<file path="config.mk">
export PLATFORM = sky130hd
export DESIGN_NAME = lookup_cfg_bank
export DESIGN_NICKNAME = d
export VERILOG_FILES = /design/src/include/lookup_cfg_pkg.sv /design/src/core/credit_debit.sv /design/src/core/table_index_hash.sv /design/src/core/lookup_cfg_bank.sv
export SDC_FILE = /design/constraint.sdc
export NUM_CORES = 1
export LEC_CHECK = 0
export BUFFER_PORTS_ARGS = -buffer_cell sky130_fd_sc_hd__buf_2
export CAP_MARGIN = 20
export CORE_UTILIZATION = 35
export CTS_CLUSTER_SIZE = 24
export DETAILED_ROUTE_END_ITERATION = 7
export SYNTH_ARGS = -nofsm -noshare
export SYNTH_HDL_FRONTEND = slang
export SYNTH_HIERARCHICAL = 1
export SYNTH_SLANG_ARGS = --single-unit
</file>
<file path="constraint.sdc">
create_clock -name pclk -period 4.7 [get_ports pclk]
set_clock_uncertainty 0.05 [all_clocks]
set_input_delay 0.94 -clock pclk [delete_from_list [all_inputs] [get_ports pclk]]
set_output_delay 0.94 -clock pclk [all_outputs]
set_load 0.01 [all_outputs]
</file>
<file path="src/include/lookup_cfg_pkg.sv">
// Purpose: Constants and carrier types for the lookup configuration bank
// Assumes: APB byte address is four times the register index
// Notes: Indices 0x300, 0x313 and 0x314 hold control bits kept outside the main slice
package lookup_cfg_pkg;
    // ----------------------------------------------------------------
    // Bus and register indices
    // ----------------------------------------------------------------
    localparam int ADDR_W = 14;
    localparam logic [9:0] IDX_SWITCH_OP = 10'h300;
    localparam logic [9:0] IDX_ADDR_BYTE3 = 10'h305;
    localparam logic [9:0] IDX_ADDR_BYTE4 = 10'h306;
    localparam logic [9:0] IDX_ADDR_BYTE5 = 10'h307;
    localparam logic [9:0] IDX_MAX_PAYLOAD = 10'h308;
    localparam logic [9:0] IDX_TAG_TYPE = 10'h30A;
    localparam logic [9:0] IDX_SHAPER_ACCT = 10'h30E;
    localparam logic [9:0] IDX_LOOKUP0 = 10'h310;
    localparam logic [9:0] IDX_AGE_PERIOD = 10'h313;
    localparam logic [9:0] IDX_UNKNOWN_VLAN = 10'h314;
    // ----------------------------------------------------------------
    // Field positions
    // ----------------------------------------------------------------
    localparam int DOUBLE_TAG_BIT = 7;
    localparam int SOFT_RESET_BIT = 1;
    localparam int SHAPE_ACCT_BIT = 1;
    localparam int POLICE_ACCT_BIT = 0;
    localparam int VLAN_EN_BIT = 7;
    localparam int BAD_VLAN_BIT = 6;
    localparam int AGE_CNT_LSB = 3;
    localparam int RSVD_MC_BIT = 2;
    localparam int HASH_LSB = 0;
    localparam int UNKNOWN_FWD_BIT = 0;
    // ----------------------------------------------------------------
    // Reset values and limits
    // ----------------------------------------------------------------
    localparam logic [7:0] ADDR_BYTE_RST = 8'hFF;
    localparam logic [15:0] MAX_PAYLOAD_RST = 16'h07D0;
    localparam logic [15:0] JUMBO_PAYLOAD = 16'h2328;
    localparam logic [15:0] TAG_TYPE_RST = 16'h9100;
    localparam logic [1:0] SHAPER_ACCT_RST = 2'h3;
    localparam logic [7:0] LOOKUP0_RST = 8'h61;
    localparam logic [7:0] SWITCH_OP_RST = 8'h00;
    localparam logic [7:0] AGE_PERIOD_RST = 8'h01;
    localparam logic [7:0] UNKNOWN_VLAN_RST = 8'h00;
    localparam logic [15:0] GAP_PREAMBLE_BYTES = 16'h0014;
    localparam logic [9:0] CRC_POLY = 10'h233;
    // ----------------------------------------------------------------
    // Hash selection codes
    // ----------------------------------------------------------------
    localparam logic [1:0] HASH_DIRECT_LO = 2'h0;
    localparam logic [1:0] HASH_CRC = 2'h1;
    localparam logic [1:0] HASH_XOR = 2'h2;
    localparam logic [1:0] HASH_DIRECT_HI = 2'h3;
    // ----------------------------------------------------------------
    // Carriers
    // ----------------------------------------------------------------
    typedef struct packed {
        logic [47:0] station_addr;
        logic [13:0] max_payload_length;
        logic [15:0] tag_type_value;
        logic shape_full;
        logic police_full;
        logic vlan_en;
        logic bad_vlan_discard;
        logic [2:0] age_count;
        logic rsvd_mc_en;
        logic [1:0] table_hash_select;
        logic provider_outer_tag;
        logic unknown_fwd;
        logic [7:0] age_period;
    } cfg_t;
    typedef struct packed {
        logic sof;
        logic data_valid;
        logic [15:0] frame_len;
        logic vid_check;
        logic vid_invalid;
        logic vid_unknown;
        logic sa_check;
        logic [47:0] src_addr;
        logic [47:0] dst_addr;
        logic entry_update;
    } frame_in_t;
    typedef struct packed {
        logic truncate;
        logic drop;
        logic to_host;
        logic self_match;
        logic rsvd_mc_lookup;
        logic vlan_active;
        logic provider_outer_tag;
        logic [15:0] tag_type_value;
        logic [47:0] pause_src;
        logic [2:0] age_field;
        logic [10:0] aging_time;
    } frame_out_t;
endpackage

</file>
<file path="src/core/credit_debit.sv">
// Purpose: Credit deduction for one shaper or policer
// Assumes: Length valid is a one-cycle pulse
// Notes: Result held until the next pulse
`timescale 1ns/100ps
`default_nettype none
module credit_debit
    import lookup_cfg_pkg::*;
(
    // Clock and reset
    input wire logic pclk,
    input wire logic presetn,
    // Frame
    input wire logic len_valid,
    input wire logic [15:0] frame_len,
    input wire logic acct_full,
    // Result
    output logic [15:0] debit_q
);
    logic [15:0] debit_d;

    always_comb begin
        debit_d = debit_q;
        if (len_valid) begin
            debit_d = acct_full ? 16'(frame_len + GAP_PREAMBLE_BYTES) : frame_len;
        end
    end

    always_ff @(posedge pclk or negedge presetn) begin
        if (!presetn) begin
            debit_q <= 16'h0000;
        end else begin
            debit_q <= debit_d;
        end
    end
endmodule // credit_debit
`default_nettype wire

</file>
<file path="src/core/table_index_hash.sv">
// Purpose: Dynamic lookup table index from destination address
// Assumes: Request is a one-cycle pulse
// Notes: Index held until the next request
`timescale 1ns/100ps
`default_nettype none
module table_index_hash
    import lookup_cfg_pkg::*;
(
    // Clock and reset
    input wire logic pclk,
    input wire logic presetn,
    // Request
    input wire logic req,
    input wire logic [47:0] dst_addr,
    input wire logic [1:0] table_hash_select,
    // Result
    output logic [9:0] index_q
);
    logic [9:0] index_d;
    logic [9:0] crc;

    always_comb begin
        crc = 10'h3FF;
        for (int i = 47; i >= 0; i--) begin
            crc = (crc[9] ^ dst_addr[i]) ? ({crc[8:0], 1'b0} ^ CRC_POLY) : {crc[8:0], 1'b0};
        end
        index_d = index_q;
        if (req) begin
            case (table_hash_select)
                HASH_CRC: index_d = crc;
                HASH_XOR: index_d = dst_addr[9:0] ^ dst_addr[19:10] ^ dst_addr[29:20]
                                    ^ dst_addr[39:30] ^ {2'h0, dst_addr[47:40]};
                default: index_d = dst_addr[9:0];
            endcase
        end
    end

    always_ff @(posedge pclk or negedge presetn) begin
        if (!presetn) begin
            index_q <= 10'h000;
        end else begin
            index_q <= index_d;
        end
    end
endmodule // table_index_hash
`default_nettype wire

</file>
<file path="src/core/lookup_cfg_bank.sv">
// Purpose: Global lookup configuration bank with APB slave and frame decisions
// Assumes: Frame inputs synchronous to pclk; upper station address bytes come from outside
// Notes: Zero wait states; settings are captured per frame at start of frame, except pause source, which follows the live station address
//
// Function
// - Three writable station address bytes for bits 23:0, each reset to FF.
// - Full 48-bit station address feeds pause source and self-address compare.
// - 14-bit payload limit, reset 2000; longer frames are truncated.
// - Payload limit accepts values up to 9000 for jumbo frames.
// - 16-bit tag type, reset 9100, for untagged and outer provider tags.
// - Outer provider tag handling only while double-tag enable is set.
// - Shaper accounting bit set adds gap and preamble to deducted credit.
// - Policer accounting bit set adds gap and preamble to deducted credit.
// - Lookup control 0 bit 7, reset 0, enables VLAN forwarding and filtering.
// - Bit 6 set drops invalid VLAN frames, clear sends them to host.
// - Enabled unknown-VLAN forwarding overrides the invalid VLAN choice.
// - Age count setting, reset 100, written into updated dynamic entries.
// - Aging time derives from age count together with age period.
// - Bit 2, reset 0, enables reserved multicast table lookups.
// - Hash select 00 or 11 indexes table with low 10 address bits.
// - Hash select 01 uses CRC hash, 10 uses XOR hash.
// - Self-clearing soft reset bit restores all register defaults.
`timescale 1ns/100ps
`default_nettype none
module lookup_cfg_bank
    import lookup_cfg_pkg::*;
(
    // Clock and reset
    input wire logic pclk,
    input wire logic presetn,
    // APB slave
    input wire logic [ADDR_W-1:0] paddr,
    input wire logic psel,
    input wire logic penable,
    input wire logic pwrite,
    input wire logic [31:0] pwdata,
    input wire logic [3:0] pstrb,
    output logic [31:0] prdata,
    output logic pready,
    output logic pslverr,
    // Upper station address bytes
    input wire logic [23:0] station_addr_hi,
    // Frame side
    input wire frame_in_t frame_in,
    output frame_out_t frame_out,
    output logic [9:0] lookup_index,
    output logic [15:0] shaper_debit,
    output logic [15:0] policer_debit
);
    // ----------------------------------------------------------------
    // Register state
    // ----------------------------------------------------------------
    logic [7:0] byte3_q, byte3_d, byte4_q, byte4_d, byte5_q, byte5_d;
    logic [15:0] payload_q, payload_d, tag_q, tag_d;
    logic [1:0] acct_q, acct_d;
    logic [7:0] lk0_q, lk0_d, op_q, op_d, period_q, period_d, unk_q, unk_d;
    logic [31:0] rdata_q, rdata_d;
    logic [9:0] idx;
    logic setup, access, wr, hit, soft_rst;
    logic [31:0] rmux;
    cfg_t cfg, snap_q, snap_d, live;
    frame_out_t out_q, out_d;
    logic [13:0] cnt_q, cnt_d, cnt_base;

    assign idx = paddr[11:2];
    assign setup = psel && !penable;
    assign access = psel && penable;
    assign wr = access && pwrite && !pslverr;
    assign soft_rst = wr && idx == IDX_SWITCH_OP && pstrb[0] && pwdata[SOFT_RESET_BIT];

    // ----------------------------------------------------------------
    // Address decode and read mux
    // ----------------------------------------------------------------
    always_comb begin
        hit = 1'b1;
        rmux = 32'h0000_0000;
        case (idx)
            IDX_SWITCH_OP: rmux = {24'h0, op_q};
            IDX_ADDR_BYTE3: rmux = {24'h0, byte3_q};
            IDX_ADDR_BYTE4: rmux = {24'h0, byte4_q};
            IDX_ADDR_BYTE5: rmux = {24'h0, byte5_q};
            IDX_MAX_PAYLOAD: rmux = {16'h0, payload_q};
            IDX_TAG_TYPE: rmux = {16'h0, tag_q};
            IDX_SHAPER_ACCT: rmux = {30'h0, acct_q};
            IDX_LOOKUP0: rmux = {24'h0, lk0_q};
            IDX_AGE_PERIOD: rmux = {24'h0, period_q};
            IDX_UNKNOWN_VLAN: rmux = {24'h0, unk_q};
            default: hit = 1'b0;
        endcase
        if (paddr[13:12] != 2'h0) begin
            hit = 1'b0;
            rmux = 32'h0000_0000;
        end
    end

    assign pready = access;
    assign pslverr = access && !hit;
    assign prdata = rdata_q;

    // ----------------------------------------------------------------
    // Register writes
    // ----------------------------------------------------------------
    always_comb begin
        rdata_d = setup ? rmux : rdata_q;
        byte3_d = byte3_q;
        byte4_d = byte4_q;
        byte5_d = byte5_q;
        payload_d = payload_q;
        tag_d = tag_q;
        acct_d = acct_q;
        lk0_d = lk0_q;
        op_d = op_q;
        period_d = period_q;
        unk_d = unk_q;
        if (soft_rst) begin
            byte3_d = ADDR_BYTE_RST;
            byte4_d = ADDR_BYTE_RST;
            byte5_d = ADDR_BYTE_RST;
            payload_d = MAX_PAYLOAD_RST;
            tag_d = TAG_TYPE_RST;
            acct_d = SHAPER_ACCT_RST;
            lk0_d = LOOKUP0_RST;
            op_d = SWITCH_OP_RST;
            period_d = AGE_PERIOD_RST;
            unk_d = UNKNOWN_VLAN_RST;
        end else if (wr) begin
            case (idx)
                IDX_SWITCH_OP: if (pstrb[0]) op_d = {pwdata[DOUBLE_TAG_BIT], 7'h00};
                IDX_ADDR_BYTE3: if (pstrb[0]) byte3_d = pwdata[7:0];
                IDX_ADDR_BYTE4: if (pstrb[0]) byte4_d = pwdata[7:0];
                IDX_ADDR_BYTE5: if (pstrb[0]) byte5_d = pwdata[7:0];
                IDX_MAX_PAYLOAD: begin
                    if (pstrb[0]) payload_d[7:0] = pwdata[7:0];
                    if (pstrb[1]) payload_d[15:8] = pwdata[15:8];
                end
                IDX_TAG_TYPE: begin
                    if (pstrb[0]) tag_d[7:0] = pwdata[7:0];
                    if (pstrb[1]) tag_d[15:8] = pwdata[15:8];
                end
                IDX_SHAPER_ACCT: if (pstrb[0]) acct_d = pwdata[1:0];
                IDX_LOOKUP0: if (pstrb[0]) lk0_d = pwdata[7:0];
                IDX_AGE_PERIOD: if (pstrb[0]) period_d = pwdata[7:0];
                IDX_UNKNOWN_VLAN: if (pstrb[0]) unk_d = {7'h00, pwdata[UNKNOWN_FWD_BIT]};
                default: ;
            endcase
        end
    end

    always_ff @(posedge pclk or negedge presetn) begin
        if (!presetn) begin
            rdata_q <= 32'h0000_0000;
            byte3_q <= ADDR_BYTE_RST;
            byte4_q <= ADDR_BYTE_RST;
            byte5_q <= ADDR_BYTE_RST;
            payload_q <= MAX_PAYLOAD_RST;
            tag_q <= TAG_TYPE_RST;
            acct_q <= SHAPER_ACCT_RST;
            lk0_q <= LOOKUP0_RST;
            op_q <= SWITCH_OP_RST;
            period_q <= AGE_PERIOD_RST;
            unk_q <= UNKNOWN_VLAN_RST;
        end else begin
            rdata_q <= rdata_d;
            byte3_q <= byte3_d;
            byte4_q <= byte4_d;
            byte5_q <= byte5_d;
            payload_q <= payload_d;
            tag_q <= tag_d;
            acct_q <= acct_d;
            lk0_q <= lk0_d;
            op_q <= op_d;
            period_q <= period_d;
            unk_q <= unk_d;
        end
    end

    // ----------------------------------------------------------------
    // Live settings
    // ----------------------------------------------------------------
    always_comb begin
        cfg.station_addr = {station_addr_hi, byte3_q, byte4_q, byte5_q};
        cfg.max_payload_length = payload_q[13:0];
        cfg.tag_type_value = tag_q;
        cfg.shape_full = acct_q[SHAPE_ACCT_BIT];
        cfg.police_full = acct_q[POLICE_ACCT_BIT];
        cfg.vlan_en = lk0_q[VLAN_EN_BIT];
        cfg.bad_vlan_discard = lk0_q[BAD_VLAN_BIT];
        cfg.age_count = lk0_q[AGE_CNT_LSB+:3];
        cfg.rsvd_mc_en = lk0_q[RSVD_MC_BIT];
        cfg.table_hash_select = lk0_q[HASH_LSB+:2];
        cfg.provider_outer_tag = op_q[DOUBLE_TAG_BIT];
        cfg.unknown_fwd = unk_q[UNKNOWN_FWD_BIT];
        cfg.age_period = period_q;
    end

    // ----------------------------------------------------------------
    // Per-frame decisions
    // ----------------------------------------------------------------
    always_comb begin
        snap_d = frame_in.sof ? cfg : snap_q;
        live = snap_d;
        cnt_base = frame_in.sof ? 14'h0000 : cnt_q;
        cnt_d = cnt_base;
        if (frame_in.data_valid && cnt_base != 14'h3FFF) begin
            cnt_d = 14'(cnt_base + 14'h0001);
        end
        out_d = out_q;
        out_d.truncate = frame_in.data_valid && cnt_base >= live.max_payload_length;
        out_d.pause_src = cfg.station_addr;
        out_d.tag_type_value = live.tag_type_value;
        out_d.provider_outer_tag = live.provider_outer_tag;
        out_d.vlan_active = live.vlan_en;
        out_d.rsvd_mc_lookup = live.rsvd_mc_en;
        out_d.aging_time = 11'(live.age_count * live.age_period);
        if (frame_in.sa_check) begin
            out_d.self_match = frame_in.src_addr == live.station_addr;
        end
        if (frame_in.entry_update) begin
            out_d.age_field = live.age_count;
        end
        if (frame_in.vid_check) begin
            out_d.drop = 1'b0;
            out_d.to_host = 1'b0;
            if (!live.vlan_en) begin
                out_d.drop = 1'b0;
            end else if (live.unknown_fwd && frame_in.vid_unknown) begin
                out_d.drop = 1'b0;
            end else if (frame_in.vid_invalid) begin
                out_d.drop = live.bad_vlan_discard;
                out_d.to_host = !live.bad_vlan_discard;
            end
        end
    end

    always_ff @(posedge pclk or negedge presetn) begin
        if (!presetn) begin
            snap_q <= '0;
            cnt_q <= 14'h0000;
            out_q <= '0;
        end else begin
            snap_q <= snap_d;
            cnt_q <= cnt_d;
            out_q <= out_d;
        end
    end

    assign frame_out = out_q;

    // ----------------------------------------------------------------
    // Index and credit units
    // ----------------------------------------------------------------
    table_index_hash u_hash (
        .pclk(pclk),
        .presetn(presetn),
        .req(frame_in.sof),
        .dst_addr(frame_in.dst_addr),
        .table_hash_select(cfg.table_hash_select),
        .index_q(lookup_index)
    );

    credit_debit u_shaper (
        .pclk(pclk),
        .presetn(presetn),
        .len_valid(frame_in.sof),
        .frame_len(frame_in.frame_len),
        .acct_full(cfg.shape_full),
        .debit_q(shaper_debit)
    );

    credit_debit u_policer (
        .pclk(pclk),
        .presetn(presetn),
        .len_valid(frame_in.sof),
        .frame_len(frame_in.frame_len),
        .acct_full(cfg.police_full),
        .debit_q(policer_debit)
    );
endmodule // lookup_cfg_bank
`default_nettype wire

</file>
# Word-level counts from Yosys, hierarchy flattened
# Cells that the tools add are included.
[op_classes]
multipliers = 1
order_cmp = 1
n_reduce_logical = 42
n_eq_ne = 14
muxes = 98
bitwise = 98
addsub = 2
[ops]
columns = ["op", "count"]
rows = [
  ["10-bit two-way mux", 48],
  ["5-bit inverter", 47],
  ["8-bit two-way mux", 25],
  ["16-bit one-hot mux with 10 select lines", 1],
  ["16-bit two-way mux", 8],
  ["10-bit equality test, second input constant", 10],
  ["98-bit two-way mux", 1],
  ["48-bit equality test", 1],
  ["1-bit XOR", 47],
  ["3-bit AND reduction", 12],
  ["32-bit two-way mux", 1],
  ["10-bit XOR", 3],
  ["14-bit two-way mux", 2],
  ["2-bit nonzero test", 14],
  ["10-bit one-hot mux with 2 select lines", 1],
  ["16-bit by 5-bit adder with 16-bit output, second input constant", 1],
  ["14-bit by 1-bit adder with 14-bit output, second input constant", 1],
  ["14-bit >= comparator", 1],
  ["14-bit inequality test, second input constant", 1],
  ["1-bit logical AND", 11],
  ["3-bit by 8-bit multiplier with 11-bit output", 1],
  ["2-bit two-way mux", 5],
  ["10-bit OR reduction", 1],
  ["10-bit by 8-bit XOR with 10-bit output", 1],
  ["4 further kinds", 12],
]
[totals]
reg_bits = 342
inputBits = 198

# Longest topological paths before layout
# Gate-level depths: netlist of run 1.
[depth]
depth_word = 96
depth_mapped = 19
mapped_depth_nobuf = 14

# By module
# Netlist of run 1, hierarchy kept.
[by_module_without_submodules]
columns = ["module", "area_each_um2", "cells_each", "seq_area_each_um2", "instances"]
rows = [
  ["lookup_cfg_bank", 12451.9, 1051, 6705.2, 1],
  ["table_index_hash", 2113.3, 206, 250.2, 1],
  ["credit_debit", 838.3, 88, 400.4, 2],
]

# Worst setup path before layout of run 1
# Ideal clock, no wire load.
[synth_timing]
path_type = "input to register"
from = "input frame_in[118] (netlist bit)"
to = "register out_q (netlist bit frame_out[9])"
stages = 17
setup_slack_ns = 0.321
setup_ns = 0.080
arrival_ns = 4.249
path_cell_list = "buf_4 > buf_4 > buf_2 > buf_2 > buf_2 > mux2i_1 > clkinv_1 > nand2_1 > fa_1 > inv_1 > ha_1 > a21o_1 > a21oi_1 > nor2b_1 > o21a_1 > o41ai_1 > xnor2_1"
[synth_lines]
columns = ["element", "line", "rtl"]
rows = [
  ["from (decl)", "lookup_cfg_bank.sv:44", "input wire frame_in_t frame_in,"],
  ["to (signal assigned)", "lookup_cfg_bank.sv:243", "out_q <= out_d;"],
  ["to (decl)", "lookup_cfg_bank.sv:62", "frame_out_t out_q, out_d;"],
]

# Final worst setup path of run 1
[layout_timing]
from = "input paddr[3]"
to = "output pslverr"
[layout_via]
elab_chain_cells = 6
[layout_lines]
columns = ["element", "line", "rtl"]
rows = [
  ["from (decl)", "lookup_cfg_bank.sv:32", "input wire logic [ADDR_W-1:0] paddr,"],
  ["10-bit equality test", "lookup_cfg_bank.sv:77", "case (idx)"],
  ["10-bit OR reduction (no source line) *", "--", ""],
  ["1-bit two-way mux *", "lookup_cfg_bank.sv:77", ""],
  ["1-bit two-way mux *", "lookup_cfg_bank.sv:90", "if (paddr[13:12] != 2'h0) begin"],
  ["1-bit logical NOT *", "lookup_cfg_bank.sv:97", "assign pslverr = access && !hit;"],
  ["1-bit logical AND *", "lookup_cfg_bank.sv:97", ""],
  ["to (decl)", "lookup_cfg_bank.sv:40", "output logic pslverr,"],
]
# Every way passes the cells marked *; elsewhere a longest branch is shown, timed or not.

==> qor.tcl, run 1 <==
set qor(timing.setup.tns_ns) 0
set qor(final_max_slew_viol_count) 0
set qor(timing.critical_path.slowest_stage_cell) {buf_2}
set qor(p_int_mw) 5.254
set qor(routed_wire_length_per_instance_um) 18.51
set qor(worst-endpoint-arrival_ns) 2.76
set qor(post-cts-setup-buffer-count) 0
set qor(post-place-ws_ns) 0.6773
set qor(tritoncts) {built}
set qor(synthesis.instances) 1433
set qor(grt_overflow_total) 0
set qor(most-common-layout-cells) {buf_2 (320), dfrtp_1 (269), xnor2_1 (140)}
set qor(drc) 0
set qor(clk_latency_ns) 0.54
set qor(grt_util_all_layers) 0.1835
set qor(synth-seq-cells) 308
set qor(fp.dieArea_um2) 47270
set qor(finalWeightedCongestion) 0.8948
set qor(timing.final.crit_period_ns) 3.751
set qor(vias_per_cell) 4.996
set qor(ir_drop_v) 0.0002851
set qor(footprint_of_the_flip_flops_and_latches_um2) 7756
set qor(fmax_mhz) 266.6
set qor(power-per-cell-area_nw_per_um2) 369.6
set qor(globalRouteMet2Util) 0.3063
set qor(cells_taking_the_most_area_after_synthesis) {dfrtp_1 (41%), xnor2_1 (7.5%), dfstp_2 (6.3%)}
set qor(clock_sink_count) 308
set qor(async_set_reset_flop_share_out_of_synthesis) 1.000
set qor(post_route_clock_period_utilization) 0.7981
set qor(synth_area_leader_cell) {dfrtp_1}
set qor(switching_share) 0.2718
set qor(finalNetCount) 1964
set qor(sequentialPowerShare) 0.381
set qor(syn_area_per_cell_um2) 11.33
set qor(power.leakage_nw) 9.459
set qor(cts_buffer_depth) 3
set qor(worst-slew-pin-transition_ns) 0.7980
set qor(setup_violation_total_in_the_final_timing_report) 0
set qor(synthDistinctLibCells) 88
set qor(power.share.clock) 0.397
set qor(first_pass_grt_wire_length_um) 67540
set qor(worst_setup_path_end_kind) {output pin}
set qor(most_common_cell_after_layout_fill_and_taps_aside) {buf_2}
set qor(post-synth-top-area-fraction) 0.4145
set qor(io_pins) 359
set qor(via_count) 11780
set qor(cts_htree_levels) 2
set qor(count_of_standard_cell_rows) 78
set qor(fill_cells) 4343
set qor(number_of_global_route_vias_before_repair) 11970
set qor(drt_pre_antenna_iters) 5
set qor(area_occupied_by_multi_input_gates_um2) 7785
set qor(count_of_flip_flops_with_a_built_in_enable_after_synthesis) 0
set qor(gr-max-usage-layer) {met2}
set qor(switching_power_mw) 1.961
set qor(startpoint_type) {input pin}
set qor(run_status) {completed}
set qor(initial_utilization) 0.3564
set qor(grt_antenna_before_repair) 4
set qor(setup.worst_path.class) {input pin to output pin}
set qor(grt_start_max_net_pins) 97
set qor(crit_chain) {buf_2 > and3b_1 > o21ai_0 > a21oi_1 > o211ai_2 > and2_1 > buf_2}
set qor(synthToLayoutAreaGrowth_pct) 20.19
set qor(drt_iter0_markers) 608
set qor(numPortBuffers) 322
set qor(die_width_um) 217.4
set qor(setup_ws_ns) 0.9491
set qor(clk_transition_reported_paths_ns) 0.06
set qor(clock_buffer_count_from_cts) 37
set qor(endpoint_required_time_on_the_critical_path_ns) 3.71
set qor(timing.slew.headroom) 0.4640
set qor(finalHoldViolations) 0
set qor(ctsResizeCount) 0
set qor(final_core_area_utilization) 0.4283
set qor(coreArea_um2) 45580
set qor(clockRootBuffer) {clkbuf_16}
set qor(grtUsageMet3) 0.03961
set qor(fp.dieH_um) 217.4
set qor(drive_gt1_frac) 0.3164
set qor(wl_um) 43640
set qor(drv_cap) 0
set qor(grt_util_met1) 0.2287
set qor(ys.flop_type) {dfrtp_1}
set qor(ys_warn_count) 6
set qor(critical_path.most_common_cell) {buf_2}
set qor(final_antenna_net_count) 0
set qor(netlist_area_um2) 16240
set qor(hpwlAfterDp_um) 32580
set qor(grt_setup_unrepaired) {false}
set qor(synth-seq-area-share) 0.4775
set qor(maximum_cell_stage_delay_along_the_critical_path_ns) 0.48
set qor(worstPathMaxFanout) 24
set qor(power_frac_comb) 0.221
set qor(post_cts_hold_buffer_count) 0
set qor(hp-class) {input pin to async pin}
-- per-layer routing --
layer  vias to the layer above  share of wire
met4                         6          0.039
met1                      5804           0.42
li1                       5529              -
met5                         -        0.00078
met2                       344           0.49
met3                        98          0.054
-- logic make-up (layout without fill, tap and decap cells) --
kind of cell,Yosys count,after routing,share of synthesized area
compound gates,208,208,0.08805
fa+ha+maj,36,36,0.03097
simple gates,361,361,0.1175
other cells,1,17,0.0002309
xor+xnor,208,208,0.1354
flops,308,308,0.4775
buf+inv,153,462,0.04661
mux,158,158,0.1038
-- worst max-delay path: cells and delay by family --
family,cells,cell delay [ns]
simple gates,2,0.45
compound gates,3,0.74
buf+inv,2,0.61
-- cell usage after synthesis (5+ instances only) --
cell type	instances
o21ai_0	28
xnor2_1	140
dfrtp_1	269
mux2i_1	75
buf_2	16
o22ai_1	8
xnor2_2	5
nor4_1	11
and2_1	12
xor2_1	39
a211oi_1	6
xnor3_1	14
a21oi_1	62
fa_1	7
xnor3_2	6
inv_1	58
a22o_1	19
dfstp_2	39
nor2b_1	27
o31ai_1	19
mux2_2	83
nor3_1	18
a22oi_1	18
nor2_1	84
buf_4	41
clkbuf_1	30
nand4_1	24
nand2_1	117
ha_1	29
nand3_1	24
o211ai_1	6
-- power by group through the flow --
stage	registers [mW]	clock network, mW	logic, mW
after detailed placement	2.80	0	1.60
after global placement	2.79	0	1.58
after floorplan	2.82	0	1.16
after CTS	2.75	2.97	1.61
final	2.75	2.87	1.60
after global routing	2.76	3.07	1.72
-- path summary, 6_finish.rpt --
path                                        startpoint                               end  slack (ns)  depth (start not counted)
worst max-delay path                          paddr[3]                           pslverr        0.95                          7
worst min-delay path                           presetn              snap_q[45]$_DFF_PN0_        0.38                          1
worst max register to register    lk0_q[5]$_DFFE_PN1P_            frame_out[9]$_DFF_PN0_        1.50                         11
worst min register to register  byte3_q[4]$_DFFE_PN1P_           frame_out[34]$_DFF_PN0_        0.38                          0
max in group asynchronous                      presetn  u_policer/debit_q[2]$_DFFE_PN0P_        3.18                          2
min in group pclk               byte3_q[4]$_DFFE_PN1P_           frame_out[34]$_DFF_PN0_        0.38                          0
-- cell type report --
| class | count | share of cell area |
|---|---|---|
| Antenna cell | 1 | 0.0001282 |
| Clock buffer | 55 | 0.05608 |
| Multi-Input combinational cell | 987 | 0.3988 |
| Clock inverter | 11 | 0.007243 |
| Tap cell | 600 | 0.03846 |
| Sequential cell | 308 | 0.3973 |
| Inverter | 60 | 0.01154 |
| Timing Repair Buffer | 336 | 0.09044 |
-- through the flow --
| stage | hold WS, ns | cell area [um2] | total power, mW | cells |
|---|---|---|---|---|
| global placement | 0.3731 | 18270 | 4.372 | 2290 |
| CTS | 0.3833 | 19520 | 7.329 | 2357 |
| finish | 0.3763 | 19520 | 7.214 | 2358 |
| detailed placement | 0.3754 | 18280 | 4.395 | 2291 |
| floorplan | 0.3496 | 16300 | 3.973 | 1448 |
| global route | 0.3832 | 19520 | 7.548 | 2357 |
-- sequential cells by signal, summed over array words and instances (netlist names) --
register	count
acct_q	2
byte3_q	8
byte4_q	8
byte5_q	8
cnt_q	14
frame_out	85
lk0_q	8
op_q	1
payload_q	16
period_q	8
prdata	16
snap_q	75
tag_q	16
u_hash/index_q	10
u_policer/debit_q	16
u_shaper/debit_q	16
unk_q	1
(Power assumes the default switching activity.)
==> inputs of run 2 (changes only) <==
==> constraint.sdc (replaced) <==
create_clock -name pclk -period 3.26 [get_ports pclk]
set_clock_uncertainty 0.05 [all_clocks]
set_input_delay 0.652 -clock pclk [delete_from_list [all_inputs] [get_ports pclk]]
set_output_delay 0.652 -clock pclk [all_outputs]
set_load 0.01 [all_outputs]
==> run 2 against run 1 <==
Count of clock-buffer cells in the layout fell by 3; design area rose by 2.4%; hold slack got worse by 0.22 ns; via count rose by 1.6%; sequential cell count did not move; sequential power rose by 44%; register-to-register slack got worse by 1.2 ns; setup slack got worse by 0.61 ns; non-clock buffer count rose by 48; routed wire length rose by 3.1%; total power rose by 48%; die area did not move; critical path type is now flip-flop to flip-flop; highest routed layer unchanged.
==> qor.tcl, run 2 (synthesis gave the netlist of run 1 again) <==
set qor(run_status) {completed}
set qor(fp.dieArea_um2) 47270
set qor(startpoint_type) {flip-flop}
set qor(io_pins) 359
set qor(clk_transition_reported_paths_ns) 0.06
set qor(most-common-layout-cells) {buf_2 (320), dfrtp_1 (269), xnor2_1 (140)}
set qor(number_of_global_route_vias_before_repair) 12400
set qor(grt_overflow_total) 0
set qor(synthToLayoutAreaGrowth_pct) 23.04
set qor(hp-class) {input pin to flip-flop}
set qor(grt_setup_unrepaired) {false}
set qor(cts_htree_levels) 2
set qor(drt_pre_antenna_iters) 5
set qor(finalPower_mw) 10.70
set qor(first_pass_grt_wire_length_um) 70220
set qor(ir_drop_v) 0.0005076
set qor(drive_gt1_frac) 0.3380
set qor(fmax_mhz) 342.1
set qor(largest_register_ff_count) 85
set qor(grt_start_max_net_pins) 95
set qor(grt_util_all_layers) 0.1912
set qor(clk_latency_ns) 0.56
set qor(clockRootBuffer) {clkbuf_16}
set qor(grt_antenna_before_repair) 5
set qor(via_count) 11970
set qor(post_route_clock_period_utilization) 0.8967
set qor(tritoncts) {built}
set qor(initial_utilization) 0.3564
set qor(routed_wire_length_per_instance_um) 18.71
set qor(finalNetCount) 2012
set qor(vias_per_cell) 4.976
set qor(numPortBuffers) 322
set qor(area_occupied_by_multi_input_gates_um2) 7812
set qor(count_of_standard_cell_rows) 78
set qor(hpwlAfterDp_um) 34190
set qor(timing.critical_path.slowest_stage_cell) {fa_1}
set qor(worst-slew-pin-transition_ns) 0.6898
set qor(coreArea_um2) 45580
set qor(finalHoldViolations) 0
set qor(worstPathMaxFanout) 5
set qor(fill_cells) 4304
set qor(endpoint_required_time_on_the_critical_path_ns) 3.63
set qor(timing.final.crit_period_ns) 2.923
set qor(final_max_slew_viol_count) 0
set qor(crit_chain) {mux2_2 > nand2_2 > fa_1 > inv_1 > ha_1 > a21o_1 > a21oi_2 > nor2b_1 > o21a_1 > o41ai_2 > xnor2_1}
set qor(setup_ws_ns) 0.3368
set qor(timing.setup.tns_ns) 0
set qor(maximum_cell_stage_delay_along_the_critical_path_ns) 0.57
set qor(finalWeightedCongestion) 0.9124
set qor(power-per-cell-area_nw_per_um2) 535.6
set qor(ctsResizeCount) 0
set qor(wl_um) 45010
set qor(fp.dieH_um) 217.4
set qor(post-place-ws_ns) -0.09500
set qor(drc) 0
set qor(most_common_cell_after_layout_fill_and_taps_aside) {buf_2}
set qor(worst_setup_path_end_kind) {flip-flop}
set qor(footprint_of_the_flip_flops_and_latches_um2) 7756
set qor(drt_iter0_markers) 801
set qor(final_antenna_net_count) 0
set qor(drv_cap) 0
set qor(post-cts-setup-buffer-count) 0
set qor(worst-endpoint-arrival_ns) 3.29
set qor(clock_sink_count) 308
set qor(final_core_area_utilization) 0.4385
set qor(timing.slew.headroom) 0.5401
set qor(setup.worst_path.class) {flip-flop to flip-flop}
set qor(clock_buffer_count_from_cts) 37
set qor(cts_buffer_depth) 3
set qor(power.leakage_nw) 9.741
set qor(die_width_um) 217.4
set qor(setup_violation_total_in_the_final_timing_report) 0
-- run 2: changes by cell type in the layout (fill, tap and decap cells not counted), sizes merged --
| cell | before | now |
|---|---|---|
| inv | 59 | 60 |
| clkinv | 9 | 8 |
| clkinvlp | 1 | 2 |
| buf | 336 | 383 |
| dlygate4sd3 | 0 | 1 |
| bufinv | 2 | 4 |
| clkbuf | 55 | 52 |
-- run 2: final timing paths --
kind | from | slack [ns] | cells after the start | to
max | lk0_q[5]$_DFFE_PN1P_ | 0.34 | 11 | frame_out[9]$_DFF_PN0_
min in group asynchronous | presetn | 0.52 | 2 | frame_out[38]$_DFF_PN0_
min | station_addr_hi[10] | 0.16 | 1 | frame_out[48]$_DFF_PN0_
max in group asynchronous | presetn | 1.76 | 3 | u_policer/debit_q[1]$_DFFE_PN0P_
max reg2reg | lk0_q[5]$_DFFE_PN1P_ | 0.34 | 11 | frame_out[9]$_DFF_PN0_
min reg2reg | byte3_q[4]$_DFFE_PN1P_ | 0.37 | 0 | frame_out[34]$_DFF_PN0_
-- run 2: repair_timing --
item	in CTS	in global routing
endpoints found under the setup margin	0	0
hold buffers	1	0
hold endpoints to repair	38	0
-- run 2: layout make-up --
| class | count | share of cell area |
|---|---|---|
| diodes | 1 | 0.0001252 |
| clock buffers | 52 | 0.05372 |
| clock inverters | 14 | 0.01021 |
| inverters | 60 | 0.01133 |
| multi-input cells | 987 | 0.3909 |
| flip-flops and latches | 308 | 0.3881 |
| well taps | 600 | 0.03757 |
| repair buffers | 384 | 0.1080 |
-- run 2: routing by layer --
metal	GRT usage	wire length [um]	vias up
li1	-	-	5617
met5	0	57	-
met1	0.2444	18730	5844
met2	0.3172	21810	407
met4	0.07300	1470	8
met3	0.03905	2947	97
-- run 2: per-stage QoR --
step	std cells	area [um2]	hold WS, ns
detailed placement	2338	18690	0.3755
finish	2406	19980	0.1605
floorplan	1448	16370	0.3064
global placement	2338	18690	0.3753
global route	2406	19980	0.1342
CTS	2405	19980	0.1238
-- run 2: power breakdown --
part | switching [mW] | internal [mW]
logic | 1.19 | 1.24
registers | 0.0438 | 3.93
clock network | 1.67 | 2.63
total | 2.90 | 7.80
-- run 2: critical path, delay by kind of cell, from the launching register on --
kind	cells	cell delay, ns
flip-flops	1	0.55
AO/OA/AOI/OAI	4	0.84
XOR/XNOR	1	0.12
buffers and inverters	1	0.05
AND/OR/NAND/NOR	2	0.14
adder cells (fa/ha/maj)	2	0.83
multiplexers	1	0.22
